===== config.mk =====
export PLATFORM = sky130hd
export DESIGN_NAME = ccc_top
export DESIGN_NICKNAME = d
export VERILOG_FILES = /design/src/hw/ccc_pkg.sv /design/src/hw/ccc_top.sv /design/src/hw/ccc_sync.sv
export SDC_FILE = /design/constraint.sdc
export NUM_CORES = 1
export LEC_CHECK = 0
export BUFFER_PORTS_ARGS = -buffer_cell sky130_fd_sc_hd__buf_2
export CORE_MARGIN = 3
export CORE_UTILIZATION = 40
export CTS_CLUSTER_DIAMETER = 150
export DETAILED_ROUTE_END_ITERATION = 8
export PLACE_DENSITY = 0.59
export SYNTH_ARGS = -nofsm -noshare
export SYNTH_HDL_FRONTEND = slang
export SYNTH_SLANG_ARGS = --single-unit

===== constraint.sdc =====
create_clock -name aclk -period 4.4 [get_ports aclk]
set_input_delay 0.22 -clock aclk [delete_from_list [all_inputs] [get_ports aclk]]
set_output_delay 0.22 -clock aclk [all_outputs]
set_load 0.02 [all_outputs]

===== src/hw/ccc_pkg.sv =====
// Shared constants and types of the camera capture channel configuration block
package ccc_pkg;

  // ----------------------------------------------------------------
  // Register byte addresses
  // ----------------------------------------------------------------
  localparam logic [7:0] ADDR_CTRL = 8'h00;
  localparam logic [7:0] ADDR_CFG = 8'h44;
  localparam logic [7:0] ADDR_SCALE = 8'h4C;
  localparam logic [7:0] ADDR_BASE0 = 8'h50;
  localparam logic [7:0] ADDR_BASE1 = 8'h58;
  localparam logic [7:0] ADDR_BASE2 = 8'h60;
  localparam logic [7:0] ADDR_STATUS = 8'h6C;
  localparam logic [7:0] ADDR_EN = 8'h70;
  localparam logic [7:0] ADDR_PEND = 8'h74;
  localparam int FIFO_COUNT = 3;

  // ----------------------------------------------------------------
  // Reset values and field positions
  // ----------------------------------------------------------------
  localparam logic [31:0] CFG_RESET = 32'h0030_0200;
  localparam logic [31:0] BASE_RESET = 32'h0000_0000;
  localparam logic [7:0] EN_RESET = 8'h00;
  localparam int CTRL_STILL = 0;
  localparam int CTRL_VIDEO = 1;
  localparam int CTRL_BT656 = 2;
  localparam int SCALE_QUARTER = 0;
  localparam int STA_SINGLE = 0;
  localparam int STA_VIDEO = 1;
  localparam int STA_FIELD = 2;
  localparam int EV_CD = 0;
  localparam int EV_FD = 1;
  localparam int EV_F0 = 2;
  localparam int EV_MUL = 5;
  localparam int EV_HB = 6;
  localparam int EV_VS = 7;
  localparam int EV_COUNT = 8;

  // ----------------------------------------------------------------
  // Codes
  // ----------------------------------------------------------------
  localparam logic [3:0] SRC_RAW = 4'h0;
  localparam logic [3:0] SRC_YUV422 = 4'h3;
  localparam logic [3:0] SRC_YUV420 = 4'h4;
  localparam logic [1:0] FSEL_F1 = 2'h0;
  localparam logic [1:0] FSEL_F2 = 2'h1;
  localparam logic [1:0] FSEL_ANY = 2'h2;
  localparam logic [1:0] RESP_OKAY = 2'h0;
  localparam logic [1:0] RESP_SLVERR = 2'h2;

  typedef enum logic [4:0] {
    ST_INVALID = 5'h00,
    ST_RAW8 = 5'h01,
    ST_RAW10 = 5'h02,
    ST_RAW12 = 5'h03,
    ST_RGB565 = 5'h04,
    ST_RGB888 = 5'h05,
    ST_PRGB888 = 5'h06,
    ST_UVC_RAW = 5'h07,
    ST_PLANAR422 = 5'h08,
    ST_PLANAR420 = 5'h09,
    ST_UVC422 = 5'h0A,
    ST_UVC420 = 5'h0B,
    ST_MB422 = 5'h0C,
    ST_MB420 = 5'h0D,
    ST_UVC10_422 = 5'h0E,
    ST_UVC10_420 = 5'h0F
  } ccc_store_e;

  typedef enum logic [1:0] {
    CAP_IDLE = 2'b00,
    CAP_VIDEO = 2'b01,
    CAP_STILL = 2'b10
  } ccc_cap_e;

  typedef struct packed {
    logic [7:0] filler_byte;
    logic [3:0] source_format;
    logic [3:0] storage_format;
    logic [1:0] rsv_hi;
    logic vertical_mirror;
    logic horizontal_mirror;
    logic [1:0] field_select;
    logic [1:0] component_order;
    logic [7:0] rsv_lo;
  } ccc_cfg_s;

  typedef struct packed {
    ccc_store_e storage_kind;
    logic field_based;
    logic [7:0] filler_byte;
    logic filler_used;
    logic vertical_mirror;
    logic horizontal_mirror;
    logic [1:0] component_order;
    logic uv_first;
    logic quarter_decimation;
  } ccc_pixcfg_s;

endpackage : ccc_pkg


===== src/hw/ccc_top.sv =====
// Camera capture channel 0 configuration, status and event logic
//
// The AXI4-Lite slave port is this design's own decision.
`timescale 1ns/1ps
module ccc_top
  import ccc_pkg::*;
(
  input wire logic aclk,
  input wire logic aresetn,
  input wire logic [7:0] s_axi_awaddr,
  input wire logic s_axi_awvalid,
  output logic s_axi_awready,
  input wire logic [31:0] s_axi_wdata,
  input wire logic [3:0] s_axi_wstrb,
  input wire logic s_axi_wvalid,
  output logic s_axi_wready,
  output logic [1:0] s_axi_bresp,
  output logic s_axi_bvalid,
  input wire logic s_axi_bready,
  input wire logic [7:0] s_axi_araddr,
  input wire logic s_axi_arvalid,
  output logic s_axi_arready,
  output logic [31:0] s_axi_rdata,
  output logic [1:0] s_axi_rresp,
  output logic s_axi_rvalid,
  input wire logic s_axi_rready,
  input wire logic sensor_pclk,
  input wire logic sensor_vsync,
  input wire logic sensor_href,
  input wire logic sensor_field,
  input wire logic [2:0] fifo_overflow,
  input wire logic wrong_channel_write,
  input wire logic frame_written,
  output ccc_pixcfg_s pix_cfg,
  output logic [2:0][31:0] frame_base,
  output logic capturing,
  output logic irq
);

  // ----------------------------------------------------------------
  // Storage format decode
  // ----------------------------------------------------------------
  function automatic ccc_store_e ccc_decode(input logic [3:0] src, input logic [3:0] code);
    ccc_store_e k;
    k = ST_INVALID;
    if (src == SRC_RAW) begin
      case (code[2:0])
        3'h0: k = ST_RAW8;
        3'h1: k = ST_RAW10;
        3'h2: k = ST_RAW12;
        3'h4: k = ST_RGB565;
        3'h5: k = ST_RGB888;
        3'h6: k = ST_PRGB888;
        3'h7: k = ST_UVC_RAW;
        default: k = ST_INVALID;
      endcase
    end else if (src == SRC_YUV422) begin
      case (code)
        4'h0, 4'h3: k = ST_PLANAR422;
        4'h1, 4'h2: k = ST_PLANAR420;
        4'h4, 4'h7: k = ST_UVC422;
        4'h5, 4'h6: k = ST_UVC420;
        4'h8, 4'hB: k = ST_MB422;
        4'h9, 4'hA: k = ST_MB420;
        4'hC: k = ST_UVC10_422;
        4'hD: k = ST_UVC10_420;
        default: k = ST_INVALID;
      endcase
    end else if (src == SRC_YUV420) begin
      case (code)
        4'h1, 4'h2: k = ST_PLANAR420;
        4'h5, 4'h6: k = ST_UVC420;
        4'h9, 4'hA: k = ST_MB420;
        4'hD: k = ST_UVC10_420;
        default: k = ST_INVALID;
      endcase
    end
    return k;
  endfunction : ccc_decode

  function automatic logic [31:0] ccc_merge(input logic [31:0] old, input logic [31:0] data,
                                            input logic [3:0] strb);
    logic [31:0] m;
    m = old;
    for (int i = 0; i < 4; i++) begin
      if (strb[i]) begin
        m[i*8 +: 8] = data[i*8 +: 8];
      end
    end
    return m;
  endfunction : ccc_merge

  // ----------------------------------------------------------------
  // State
  // ----------------------------------------------------------------
  ccc_cfg_s cfg_reg;
  logic quarter_reg;
  logic [31:0] base_reg [FIFO_COUNT];
  logic [7:0] enable_reg;
  logic [7:0] pending_reg;
  logic [7:0] pending_next;
  logic [7:0] events;
  logic video_en_reg;
  logic bt656_reg;
  logic still_armed_reg;
  logic done_pending_reg;
  logic current_field_reg;
  ccc_cap_e state_reg;
  ccc_cap_e state_next;
  logic [2:0] ov_prev_reg;
  logic aw_held_reg;
  logic w_held_reg;
  logic [7:0] aw_addr_reg;
  logic [31:0] w_data_reg;
  logic [3:0] w_strb_reg;
  logic [31:0] rd_data;
  logic rd_hit;
  logic [3:0] pins_s;
  logic pclk_prev_reg;
  logic vs_smp_reg;
  logic hr_smp_reg;

  // ----------------------------------------------------------------
  // Sensor pin sampling
  // ----------------------------------------------------------------
  ccc_sync #(.WIDTH(4)) u_sync (
    .aclk(aclk),
    .aresetn(aresetn),
    .async_in({sensor_pclk, sensor_vsync, sensor_href, sensor_field}),
    .sync_out(pins_s)
  );

  // Pixel clock is slow enough to oversample; syncs are taken at its rising edge
  wire pclk_s = pins_s[3];
  wire vs_s = pins_s[2];
  wire hr_s = pins_s[1];
  wire fld_s = pins_s[0];
  wire pclk_rise = pclk_s & ~pclk_prev_reg;
  wire vsync_rise = pclk_rise & vs_s & ~vs_smp_reg;
  wire href_rise = pclk_rise & hr_s & ~hr_smp_reg;

  always_ff @(posedge aclk) begin
    if (!aresetn) begin
      pclk_prev_reg <= 1'b0;
      vs_smp_reg <= 1'b0;
      hr_smp_reg <= 1'b0;
    end else begin
      pclk_prev_reg <= pclk_s;
      if (pclk_rise) begin
        vs_smp_reg <= vs_s;
        hr_smp_reg <= hr_s;
      end
    end
  end

  // ----------------------------------------------------------------
  // Format decode and pixel configuration
  // ----------------------------------------------------------------
  wire ccc_store_e kind = ccc_decode(cfg_reg.source_format, cfg_reg.storage_format);
  wire field_based = (cfg_reg.source_format == SRC_RAW) ? ~cfg_reg.storage_format[3]
                                                        : ~cfg_reg.storage_format[1];
  // Field 1 is low on the field pin, field 2 high
  wire field_ok = (cfg_reg.field_select == FSEL_ANY) ||
                  ((cfg_reg.field_select == FSEL_F1) && !fld_s) ||
                  ((cfg_reg.field_select == FSEL_F2) && fld_s);
  wire frame420 = (kind == ST_PLANAR420) && !field_based;
  // New field low means field 2 has just ended
  wire frame_edge = vsync_rise && (!(bt656_reg && frame420) || !fld_s);

  always_ff @(posedge aclk) begin
    if (!aresetn) begin
      pix_cfg <= '0;
    end else begin
      pix_cfg.storage_kind <= kind;
      pix_cfg.field_based <= field_based;
      pix_cfg.filler_byte <= cfg_reg.filler_byte;
      pix_cfg.filler_used <= (kind == ST_PRGB888);
      pix_cfg.vertical_mirror <= cfg_reg.vertical_mirror;
      pix_cfg.horizontal_mirror <= cfg_reg.horizontal_mirror;
      pix_cfg.component_order <= cfg_reg.component_order;
      pix_cfg.uv_first <= ~cfg_reg.component_order[0];
      pix_cfg.quarter_decimation <= quarter_reg;
    end
  end

  // ----------------------------------------------------------------
  // Capture sequencing
  // ----------------------------------------------------------------
  always_comb begin
    state_next = state_reg;
    case (state_reg)
      CAP_IDLE: begin
        if (frame_edge && field_ok && still_armed_reg) begin
          state_next = CAP_STILL;
        end else if (frame_edge && field_ok && video_en_reg) begin
          state_next = CAP_VIDEO;
        end
      end
      CAP_VIDEO: begin
        if (frame_edge && !video_en_reg) begin
          state_next = CAP_IDLE;
        end
      end
      CAP_STILL: begin
        if (frame_edge) begin
          state_next = CAP_IDLE;
        end
      end
      default: state_next = CAP_IDLE;
    endcase
  end

  wire capture_ends = (state_reg != CAP_IDLE) && (state_next == CAP_IDLE);
  wire still_taken = (state_reg == CAP_IDLE) && (state_next == CAP_STILL);

  always_ff @(posedge aclk) begin
    if (!aresetn) begin
      state_reg <= CAP_IDLE;
      capturing <= 1'b0;
      current_field_reg <= 1'b0;
      done_pending_reg <= 1'b0;
    end else begin
      state_reg <= state_next;
      capturing <= (state_next != CAP_IDLE);
      if (vsync_rise) begin
        current_field_reg <= fld_s;
      end
      // A new end wins over the completion it would otherwise wait for
      done_pending_reg <= capture_ends | (done_pending_reg & ~frame_written);
    end
  end

  // Addresses are shadowed so a late software write cannot tear a frame
  always_ff @(posedge aclk) begin
    if (!aresetn) begin
      frame_base <= '0;
    end else if (vsync_rise) begin
      for (int i = 0; i < FIFO_COUNT; i++) begin
        frame_base[i] <= base_reg[i];
      end
    end
  end

  // ----------------------------------------------------------------
  // Events and interrupt
  // ----------------------------------------------------------------
  always_comb begin
    events = 8'h00;
    events[EV_VS] = vsync_rise;
    events[EV_HB] = href_rise & (&fifo_overflow);
    events[EV_MUL] = wrong_channel_write;
    for (int i = 0; i < FIFO_COUNT; i++) begin
      events[EV_F0 + i] = fifo_overflow[i] & ~ov_prev_reg[i];
    end
    events[EV_FD] = frame_written & video_en_reg;
    events[EV_CD] = frame_written & done_pending_reg;
  end

  wire wr_fire = aw_held_reg & w_held_reg;
  wire wr_pend = wr_fire && (aw_addr_reg == ADDR_PEND);
  wire [7:0] pend_clear = wr_pend && w_strb_reg[0] ? w_data_reg[7:0] : 8'h00;
  // Hardware set wins over a software clear in the same cycle
  assign pending_next = (pending_reg & ~pend_clear) | events;
  assign irq = |(pending_reg & enable_reg);

  always_ff @(posedge aclk) begin
    if (!aresetn) begin
      pending_reg <= 8'h00;
      ov_prev_reg <= 3'h0;
    end else begin
      pending_reg <= pending_next;
      ov_prev_reg <= fifo_overflow;
    end
  end

  // ----------------------------------------------------------------
  // AXI4-Lite write path
  // ----------------------------------------------------------------
  assign s_axi_awready = ~aw_held_reg & ~s_axi_bvalid;
  assign s_axi_wready = ~w_held_reg & ~s_axi_bvalid;
  wire wr_ctrl = wr_fire && (aw_addr_reg == ADDR_CTRL);
  wire wr_cfg = wr_fire && (aw_addr_reg == ADDR_CFG);
  wire wr_scale = wr_fire && (aw_addr_reg == ADDR_SCALE);
  wire wr_en = wr_fire && (aw_addr_reg == ADDR_EN);
  wire wr_sta = wr_fire && (aw_addr_reg == ADDR_STATUS);
  wire [2:0] wr_base;
  assign wr_base[0] = wr_fire && (aw_addr_reg == ADDR_BASE0);
  assign wr_base[1] = wr_fire && (aw_addr_reg == ADDR_BASE1);
  assign wr_base[2] = wr_fire && (aw_addr_reg == ADDR_BASE2);
  wire wr_hit = wr_ctrl | wr_cfg | wr_scale | wr_en | wr_sta | wr_pend | (|wr_base);
  wire [31:0] ctrl_merged = ccc_merge({29'h0, bt656_reg, video_en_reg, 1'b0}, w_data_reg, w_strb_reg);
  wire [31:0] cfg_merged = ccc_merge(cfg_reg, w_data_reg, w_strb_reg);
  wire still_req = wr_ctrl & ctrl_merged[CTRL_STILL];

  always_ff @(posedge aclk) begin
    if (!aresetn) begin
      aw_held_reg <= 1'b0;
      w_held_reg <= 1'b0;
      aw_addr_reg <= 8'h00;
      w_data_reg <= 32'h0000_0000;
      w_strb_reg <= 4'h0;
      s_axi_bvalid <= 1'b0;
      s_axi_bresp <= RESP_OKAY;
    end else begin
      if (s_axi_awvalid && s_axi_awready) begin
        aw_held_reg <= 1'b1;
        aw_addr_reg <= s_axi_awaddr;
      end
      if (s_axi_wvalid && s_axi_wready) begin
        w_held_reg <= 1'b1;
        w_data_reg <= s_axi_wdata;
        w_strb_reg <= s_axi_wstrb;
      end
      if (wr_fire) begin
        aw_held_reg <= 1'b0;
        w_held_reg <= 1'b0;
        s_axi_bvalid <= 1'b1;
        s_axi_bresp <= wr_hit ? RESP_OKAY : RESP_SLVERR;
      end else if (s_axi_bready) begin
        s_axi_bvalid <= 1'b0;
      end
    end
  end

  always_ff @(posedge aclk) begin
    if (!aresetn) begin
      cfg_reg <= CFG_RESET;
      quarter_reg <= 1'b0;
      enable_reg <= EN_RESET;
      video_en_reg <= 1'b0;
      bt656_reg <= 1'b0;
      still_armed_reg <= 1'b0;
    end else begin
      if (wr_cfg) begin
        cfg_reg <= cfg_merged & 32'hFFFF_3F00;
      end
      if (wr_scale && w_strb_reg[0]) begin
        quarter_reg <= w_data_reg[SCALE_QUARTER];
      end
      if (wr_en && w_strb_reg[0]) begin
        enable_reg <= w_data_reg[7:0];
      end
      if (wr_ctrl) begin
        video_en_reg <= ctrl_merged[CTRL_VIDEO];
        bt656_reg <= ctrl_merged[CTRL_BT656];
      end
      // Re-arm wins over consuming the previous request
      still_armed_reg <= still_req | (still_armed_reg & ~still_taken);
    end
  end

  always_ff @(posedge aclk) begin
    if (!aresetn) begin
      for (int i = 0; i < FIFO_COUNT; i++) begin
        base_reg[i] <= BASE_RESET;
      end
    end else begin
      for (int i = 0; i < FIFO_COUNT; i++) begin
        if (wr_base[i]) begin
          base_reg[i] <= ccc_merge(base_reg[i], w_data_reg, w_strb_reg);
        end
      end
    end
  end

  // ----------------------------------------------------------------
  // AXI4-Lite read path
  // ----------------------------------------------------------------
  assign s_axi_arready = ~s_axi_rvalid;

  always_comb begin
    rd_data = 32'h0000_0000;
    rd_hit = 1'b1;
    if (s_axi_araddr == ADDR_CTRL) begin
      rd_data = {29'h0, bt656_reg, video_en_reg, 1'b0};
    end else if (s_axi_araddr == ADDR_CFG) begin
      rd_data = cfg_reg;
    end else if (s_axi_araddr == ADDR_SCALE) begin
      rd_data = {31'h0, quarter_reg};
    end else if (s_axi_araddr == ADDR_BASE0) begin
      rd_data = base_reg[0];
    end else if (s_axi_araddr == ADDR_BASE1) begin
      rd_data = base_reg[1];
    end else if (s_axi_araddr == ADDR_BASE2) begin
      rd_data = base_reg[2];
    end else if (s_axi_araddr == ADDR_STATUS) begin
      rd_data = {29'h0, current_field_reg, state_reg == CAP_VIDEO, state_reg == CAP_STILL};
    end else if (s_axi_araddr == ADDR_EN) begin
      rd_data = {24'h0, enable_reg};
    end else if (s_axi_araddr == ADDR_PEND) begin
      rd_data = {24'h0, pending_reg};
    end else begin
      rd_hit = 1'b0;
    end
  end

  always_ff @(posedge aclk) begin
    if (!aresetn) begin
      s_axi_rvalid <= 1'b0;
      s_axi_rdata <= 32'h0000_0000;
      s_axi_rresp <= RESP_OKAY;
    end else if (s_axi_arvalid && s_axi_arready) begin
      s_axi_rvalid <= 1'b1;
      s_axi_rdata <= rd_data;
      s_axi_rresp <= rd_hit ? RESP_OKAY : RESP_SLVERR;
    end else if (s_axi_rready) begin
      s_axi_rvalid <= 1'b0;
    end
  end
endmodule : ccc_top


===== src/hw/ccc_sync.sv =====
// Two-flop synchroniser for sensor pins
`timescale 1ns/1ps
module ccc_sync #(
  parameter int WIDTH = 1
) (
  input wire logic aclk,
  input wire logic aresetn,
  input wire logic [WIDTH-1:0] async_in,
  output logic [WIDTH-1:0] sync_out
);

  logic [WIDTH-1:0] meta_reg;

  // ----------------------------------------------------------------
  // Only the second stage is visible outside
  // ----------------------------------------------------------------
  always_ff @(posedge aclk) begin
    if (!aresetn) begin
      meta_reg <= '0;
      sync_out <= '0;
    end else begin
      meta_reg <= async_in;
      sync_out <= meta_reg;
    end
  end

endmodule : ccc_sync


=== Word-level counts from Yosys, hierarchy flattened ===
Memory sizes are Yosys's and may differ from the RTL's. A register that Yosys moved wholly into a read port is not among the register bits.
Cells that the tools add are included.

* Register bits: 262
* Memory bits (writable): 96
* Bits in read-only memories: 64
* Input port bits: 68
* Output and inout bits: 160
* Memories: 2

* Equality and inequality tests: 38
* Muxes and demuxes: 88
* Bitwise operators: 48
* Reductions and logical operators: 55

{| class="wikitable"
|+ Memory list
! name !! depth !! bits a word !! read ports !! clocked after Yosys merged registers in !! write ports !! RTL line !! text
|-
| base_reg || 3 || 32 || 3 || 0 || 3 || ccc_top.sv:98 || <nowiki>logic [31:0] base_reg [FIFO_COUNT];</nowiki>
|-
| (no name shown) || 16 || 4 || 1 || 1 || 0 || ccc_top.sv:58 || <nowiki>case (code)</nowiki>
|}

{| class="wikitable"
|+ Operator list
! cell !! number
|-
| two-way mux 8 bit || 40
|-
| two-way mux 32 bit || 9
|-
| equality test 8 x 7 -> 1 bit (second input constant) || 16
|-
| logical AND 1 bit || 26
|-
| two-way mux 1 bit || 25
|-
| one-hot mux 3 bit (7 select lines) || 1
|-
| AND 1 bit || 17
|-
| AND 8 bit || 2
|-
| zero test 8 bit || 2
|-
| inverter 1 bit || 16
|-
| one-hot mux 4 bit (4 select lines) || 1
|-
| equality test 3 bit (second input constant) || 4
|-
| equality test 4 x 3 -> 1 bit (second input constant) || 3
|-
| equality test 4 bit (second input constant) || 3
|-
| two-way mux 2 bit || 6
|-
| two-way mux 4 bit || 3
|-
| OR 1 bit || 11
|-
| two-way mux 5 bit || 2
|-
| equality test 4 x 2 -> 1 bit (second input constant) || 2
|-
| inverter 8 bit || 1
|-
| OR 8 bit || 1
|-
| AND reduction 2 bit || 4
|-
| nonzero test 2 bit || 4
|-
| OR reduction 2 bit || 4
|-
| other kinds (16) || 26
|}

=== Depth between registers and ports, before layout ===
Gate-level depths: netlist of run 1.

* Depth in word-level cells: 22
* Mapped depth: 9
* Mapped depth without buffers: 8

=== Hierarchy ===
Synthesis of run 1 repeated with hierarchy kept, for this count alone.

* Cells, all modules: 1444
* Area total of the unflattened synthesis: 13733.2 um^2

{| class="wikitable"
|+ Modules (own cells, without submodules)
! module !! times used !! cells an instance !! area an instance (um^2) !! sequential area each (um^2)
|-
| ccc_top || 1 || 1428 || 13523.0 || 7987.7
|-
| ccc_sync || 1 || 16 || 210.2 || 160.2
|}

=== Worst setup path before layout of run 1 ===
No wires, ideal clock.

* Kind: register to register
* From: register aw_addr_reg[0]
* To: memory base_reg[1][8], in the netlist base_reg[0][40], enable pin
* Library setup time: 0.384 ns
* Arrival time: 2.009 ns
* Data required time: 4.016 ns
* Slack: 2.007 ns
* Cell stages (with the launch flop): 7
* Path buffers: 0
* Clock period less this slack: 2.393 ns
* Path through: dfxtp_1 > nor4b_2 > nand2_1 > or4_1 > inv_1 > nand2_1 > o21ai_0

{| class="wikitable"
|+ RTL lines
! item !! RTL line !! text
|-
| start, declared || ccc_top.sv:113 || <nowiki>logic [7:0] aw_addr_reg;</nowiki>
|-
| start signal, assigned || ccc_top.sv:307 || <nowiki>aw_addr_reg <= s_axi_awaddr;</nowiki>
|-
| end, declared || ccc_top.sv:98 ||
|}

==> metrics.txt, run 1 <==
status=complete, no violations; type of origin of the critical path=flip-flop; P per Cell Area=418 nW/um^2; Final Total Pwr=slightly above 7 mW; Setup violations, final=0; Worst Skew=~0.013 ns; width of the die=191 um; Worst Setup SP=aw_addr_reg[7]; clock sink total=around 360; worst r2r src=aw_addr_reg[7]; most frequent cells in the layout=nand2_1 (398), dfxtp_1 (263), buf_2 (224); Fmax achieved=about 380 MHz; crit-path max FO=9; vias in the first global route=~11000; layout cells sized above 1=18.9%; DRT antenna net count=0; Yosys reg bits=359; CTS tree=built; CP arrival=3.05 ns; Max Slew Vio Count=0; filler instances=roughly 3200; die area=around 36000 sq um; most common cell after layout, fill and taps aside=nand2_1; Die Y=about 190 um; CTS clk-pin slew, worst paths=~0.06 ns; Synth Warn #=0; cell area after synthesis=approximately 14000 sq um; row count=67; Hold WC Path Type=input pin to flip-flop; PostCTS Resize Cnt=0; synthesized area per cell=about 9.4 sq um; Placed Instance Area=between 15000 and 20000 sq um; WL/cell=between 15 and 20 um; design area=roughly 17000 sq um; Root Buffer=clkbuf_16; largest net degree at the start of global routing=98; EDFF count, synth=96; detailed-route DRC error count=0; Post-synth ARST share=0%; # nets final=between 1500 and 2000; first-pass GRT wire length=about 62000 um; Final period util=between 60% and 70%; Cells after Synth=1459; IO Count=228; library cells used by synthesis=just under 70; RSZ-0062 raised after global routing=no; RD Place Congestion=0.883; core area=roughly 34000 sq um; Initial Util=about two fifths; Rel. slew slack=about 16%; CTS H-Tree Depth=2; initial antenna violation count=1; Reg2Reg Depth=8; clk buf depth=3; nature of the critical path endpoint=flip-flop; Post-Route WL=40900 um; Hold Startpoint=s_axi_wstrb[3]; ANT cells=0; DR vias=11400; DP HPWL=~28000 um; Final Hold Fails=0; # Max-Cap Violations=0; gr ovfl total=0; area occupied by multi-input gates=between 5000 and 6000 sq um; Post-synth top flop=dfxtp_1; CTS buffer count=39; Crit path required time=between 4 and 5 ns; register area share after synthesis=roughly three fifths; Hold Path Depth=3; DR pass1 iterations=6; Setup TNS Final=0 ns; worst-margin pin slew=1.26 ns; Total GRT Usage=a little over a fifth; routed vias/inst=slightly above 5; maximum vdd ir drop=about 0.00026 V; Worst-Skew Late Latency=around 0.52 ns; Leakage Power=approximately 6.8 nW; area delta synth->final=24.4%; min Tclk post-route=between 2 and 3 ns; Crit Path Class=flip-flop to flip-flop; Initial DRC Count=915; FF/Latch Area=approximately 8100 sq um; number of port buffers=~220
## routing by layer
metal	part of all wire, %	vias up	global-route usage [%]
met5	0.022	-	0
met2	44	433	33.4
met1	46	5398	31.0
met4	2.4	2	6.10
met3	8.3	63	4.47
li1	-	5482	-
## final timing paths
kind	to	slack [ns]
max reg2reg	flip-flop	1.75
min reg2reg	u_sync.sync_out[3]	0.43
min	w_strb_reg[3]	0.02
max	flip-flop	1.75
## cells by family (layout without fill, tap and decap cells)
group,after synthesis,count (layout),share of synthesized area [%]
simple gates,601,601,19.4
mux,40,40,3.07
flops,359,359,59.6
compound gates,350,350,14.4
buf+inv,102,384,3.08
fa+ha+maj,1,1,0.0915
other cells,1,3,0.0274
xor+xnor,5,5,0.320
## area by class of cell
cell class / instances / share of cell area (%)
inverter: 12 / 0.294
multi-input combinational: 1000 / 30.2
sequential: 359 / 47.9
tap: 448 / 3.30
clock buffer: 59 / 6.85
clock inverter: 12 / 0.677
timing repair buffer: 301 / 10.8
## cells in the mapped netlist (4+ instances only)
| library cell | count | area share, % |
|---|---|---|
| or3_1 | 5 | 0.23 |
| edfxtp_1 | 96 | 21 |
| buf_2 | 13 | 0.48 |
| o21ai_0 | 36 | 1.3 |
| nand2b_1 | 9 | 0.41 |
| a22oi_1 | 31 | 1.7 |
| mux2i_1 | 33 | 2.4 |
| a221oi_1 | 6 | 0.38 |
| nor2b_1 | 12 | 0.55 |
| buf_4 | 4 | 0.22 |
| buf_1 | 17 | 0.47 |
| nand4_1 | 4 | 0.18 |
| nor3_1 | 7 | 0.26 |
| nand3_1 | 12 | 0.44 |
| nor4_1 | 4 | 0.18 |
| a211o_1 | 6 | 0.38 |
| nor2_1 | 62 | 1.7 |
| mux2_2 | 6 | 0.49 |
| a21oi_1 | 201 | 7.4 |
| dfxtp_1 | 263 | 38 |
| clkbuf_1 | 55 | 1.5 |
| o21ai_1 | 47 | 1.7 |
| inv_1 | 11 | 0.30 |
| and2_1 | 65 | 3.0 |
| nand2_1 | 398 | 11 |
## stage by stage
| step | instances | utilization (%) | setup slack [ns] | hold slack [ns] |
|---|---|---|---|---|
| after global routing | 2191 | 50.6 | 1.58 | 0.0268 |
| after detailed placement | 2065 | 45.2 | 1.45 | 0.411 |
| after global placement | 2065 | 45.2 | 1.57 | 0.408 |
| after CTS | 2191 | 50.6 | 1.75 | 0.0110 |
| final | 2191 | 50.6 | 1.75 | 0.0211 |
| after floorplan | 1461 | - | 2.01 | 0.320 |
## critical path, stage by stage, from the launching register on
cell and delay (ns):
dfxtp_1 0.34, or4b_1 0.50, or4_1 0.70, mux2i_1 0.21
nor2_1 0.21, inv_1 0.08, ha_1 0.18, nor4_1 0.25
a21oi_1 0.06
## what timing repair did
item / CTS / global route
buffers inserted: 0 / 0
hold buffers: 55 / 0
endpoints found under the hold margin: 55 / 0
## power breakdown
part           switching (mW)  total [mW]  internal [mW]
Sequential             0.0634        3.53           3.46
Combinational           0.234       0.363          0.130
Clock                    1.28        3.23           1.95
No activity file was read; power rests on OpenSTA's default activity.
==> run 2, diff against run 1 <==
Clock period 4.4 ns to 2.5 ns, I/O delays scaled along.
==> run 2 against run 1 <==
  * Wire length down 1.9%
  * First-iteration DRC count up 10%
  * Non-clock buffer count up 22
  * Cell count up 1.0%
  * Sequential share of layout area down 0.60 points
  * Critical path depth down 2
  * Largest cell class unchanged
  * Highest routed layer is now met4
==> metrics.txt, run 2 (synthesis results as in run 1) <==
crit-path max FO=8; DP HPWL=approximately 29000 um; Fmax achieved=430 MHz; Crit Path Class=flip-flop to flip-flop; clk buf depth=3; Leakage Power=just under 7 nW; Final Hold Fails=0; number of port buffers=~220; detailed-route DRC error count=0; area delta synth->final=25.9%; CTS H-Tree Depth=2; Root Buffer=clkbuf_16; width of the die=roughly 190 um; WL/cell=around 18 um; # nets final=approximately 1800; PostCTS Resize Cnt=0; worst-margin pin slew=0.722 ns; CTS tree=built; filler instances=between 3000 and 4000; post-CTS setup buffer count=0; Rel. slew slack=between 50% and 60%; Largest stage delay, worst path=~0.44 ns; vias in the first global route=10800; RSZ-0062 raised after global routing=no; Initial Util=between 40% and 50%; first-pass GRT wire length=61900 um; CP arrival=2.50 ns; row count=67; Worst-Skew Late Latency=roughly 0.52 ns; Worst Skew=0.00979 ns; routed vias/inst=~5.1; min Tclk post-route=about 2.3 ns; ANT cells=0; Total GRT Usage=a little over a fifth; die area=36400 sq um; DRT antenna net count=0; Max Slew Vio Count=0; # Max-Cap Violations=0; Post-Route WL=40100 um; RD Place Congestion=0.870; Crit-path slowest cell=or4_1; CTS clk-pin slew, worst paths=0.06 ns; status=complete, no violations; nature of the critical path endpoint=flip-flop; clock sink total=359; Die Y=between 150 and 200 um; crit-path cells=nor4b_2, nand2_1, or4_1, nor2_1, nand2_1, nand2_1; Crit path required time=between 2 and 3 ns; DR vias=between 10000 and 15000; layout cells sized above 1=about a fifth; family with the most delay on the worst path=simple AND/OR/NAND/NOR gates; largest net degree at the start of global routing=99; WP buf/inv=0; Setup violations, final=0; most common cell after layout, fill and taps aside=nand2_1; Hold WC Path Type=input pin to flip-flop; P per Cell Area=around 730 nW/um^2; cell repeated most along the worst path=nand2_1; Setup TNS Final=0 ns; IO Count=~230; DR pass1 iterations=5; CTS buffer count=39; Final period util=between 90% and 100%; fin util=51.2%; most frequent cells in the layout=nand2_1 (398), dfxtp_1 (263), buf_2 (224); initial antenna violation count=0; type of origin of the critical path=flip-flop; maximum vdd ir drop=slightly below 0.0004 V; Initial DRC Count=around 1000; core area=about 34000 sq um; gr ovfl total=0
run 2: final timing paths:
path,to,cells past startpoint,from,slack [ns]
worst min-delay path,s_axi_rresp[1],4,s_axi_araddr[6],0.03
worst max register to register,base_reg[0][28],6,aw_addr_reg[0],0.18
worst min register to register,u_sync.sync_out[1],1,u_sync.meta_reg[1],0.43
worst max-delay path,base_reg[0][28],6,aw_addr_reg[0],0.18
run 2: stage by stage:
stage | setup WS (ns) | hold slack (ns) | power [mW] | area [sq um] | cells
detailed placement | 0.196 | 0.312 | 6.92 | 15400 | 2086
global route | 0.0106 | 0.0388 | 13.1 | 17200 | 2213
floorplan | 0.107 | 0.225 | 6.64 | 13700 | 1461
CTS | 0.192 | 0.0119 | 12.7 | 17200 | 2213
finish | 0.176 | 0.0326 | 12.6 | 17200 | 2213
global placement | 0.184 | 0.311 | 6.91 | 15400 | 2086
run 2: worst min-delay path: stages:
cell	delay, ns
buf_2	0.13
o21ai_0	0.09
nand2b_1	0.07
a31oi_1	0.08
run 2: cell type report:
cell class | count | area (sq um) | area share (%)
Clock buffer | 50 | 1120 | 6.50
Clock inverter | 21 | 184 | 1.07
Inverter | 12 | 50.0 | 0.291
Multi-Input combinational cell | 1000 | 5130 | 29.8
Sequential cell | 359 | 8150 | 47.3
Tap cell | 448 | 561 | 3.25
Timing Repair Buffer | 323 | 2030 | 11.8
run 2: routing by layer:
layer | wire length (um) | track usage, % | part of all wire [%] | up-vias
met4 | 728 | 5.17 | 1.8 | 0
met2 | 17500 | 32.8 | 44 | 424
li1 | - | - | - | 5535
met3 | 2990 | 3.17 | 7.5 | 51
met5 | 0 | 0 | 0 | -
met1 | 18800 | 32.6 | 47 | 5269
run 2: report_power, final:
group	internal [mW]	switching [mW]	total [mW]	leakage, nW
clock	3.48	2.29	5.77	0.656
combinational	0.241	0.411	0.651	3.13
sequential	6.10	0.118	6.22	3.12
run 2: what timing repair did:
item | 4_1_cts | 5_1_grt
setup endpoints to repair | 0 | 0
hold endpoints to repair | 59 | 0
hold buffers | 56 | 0
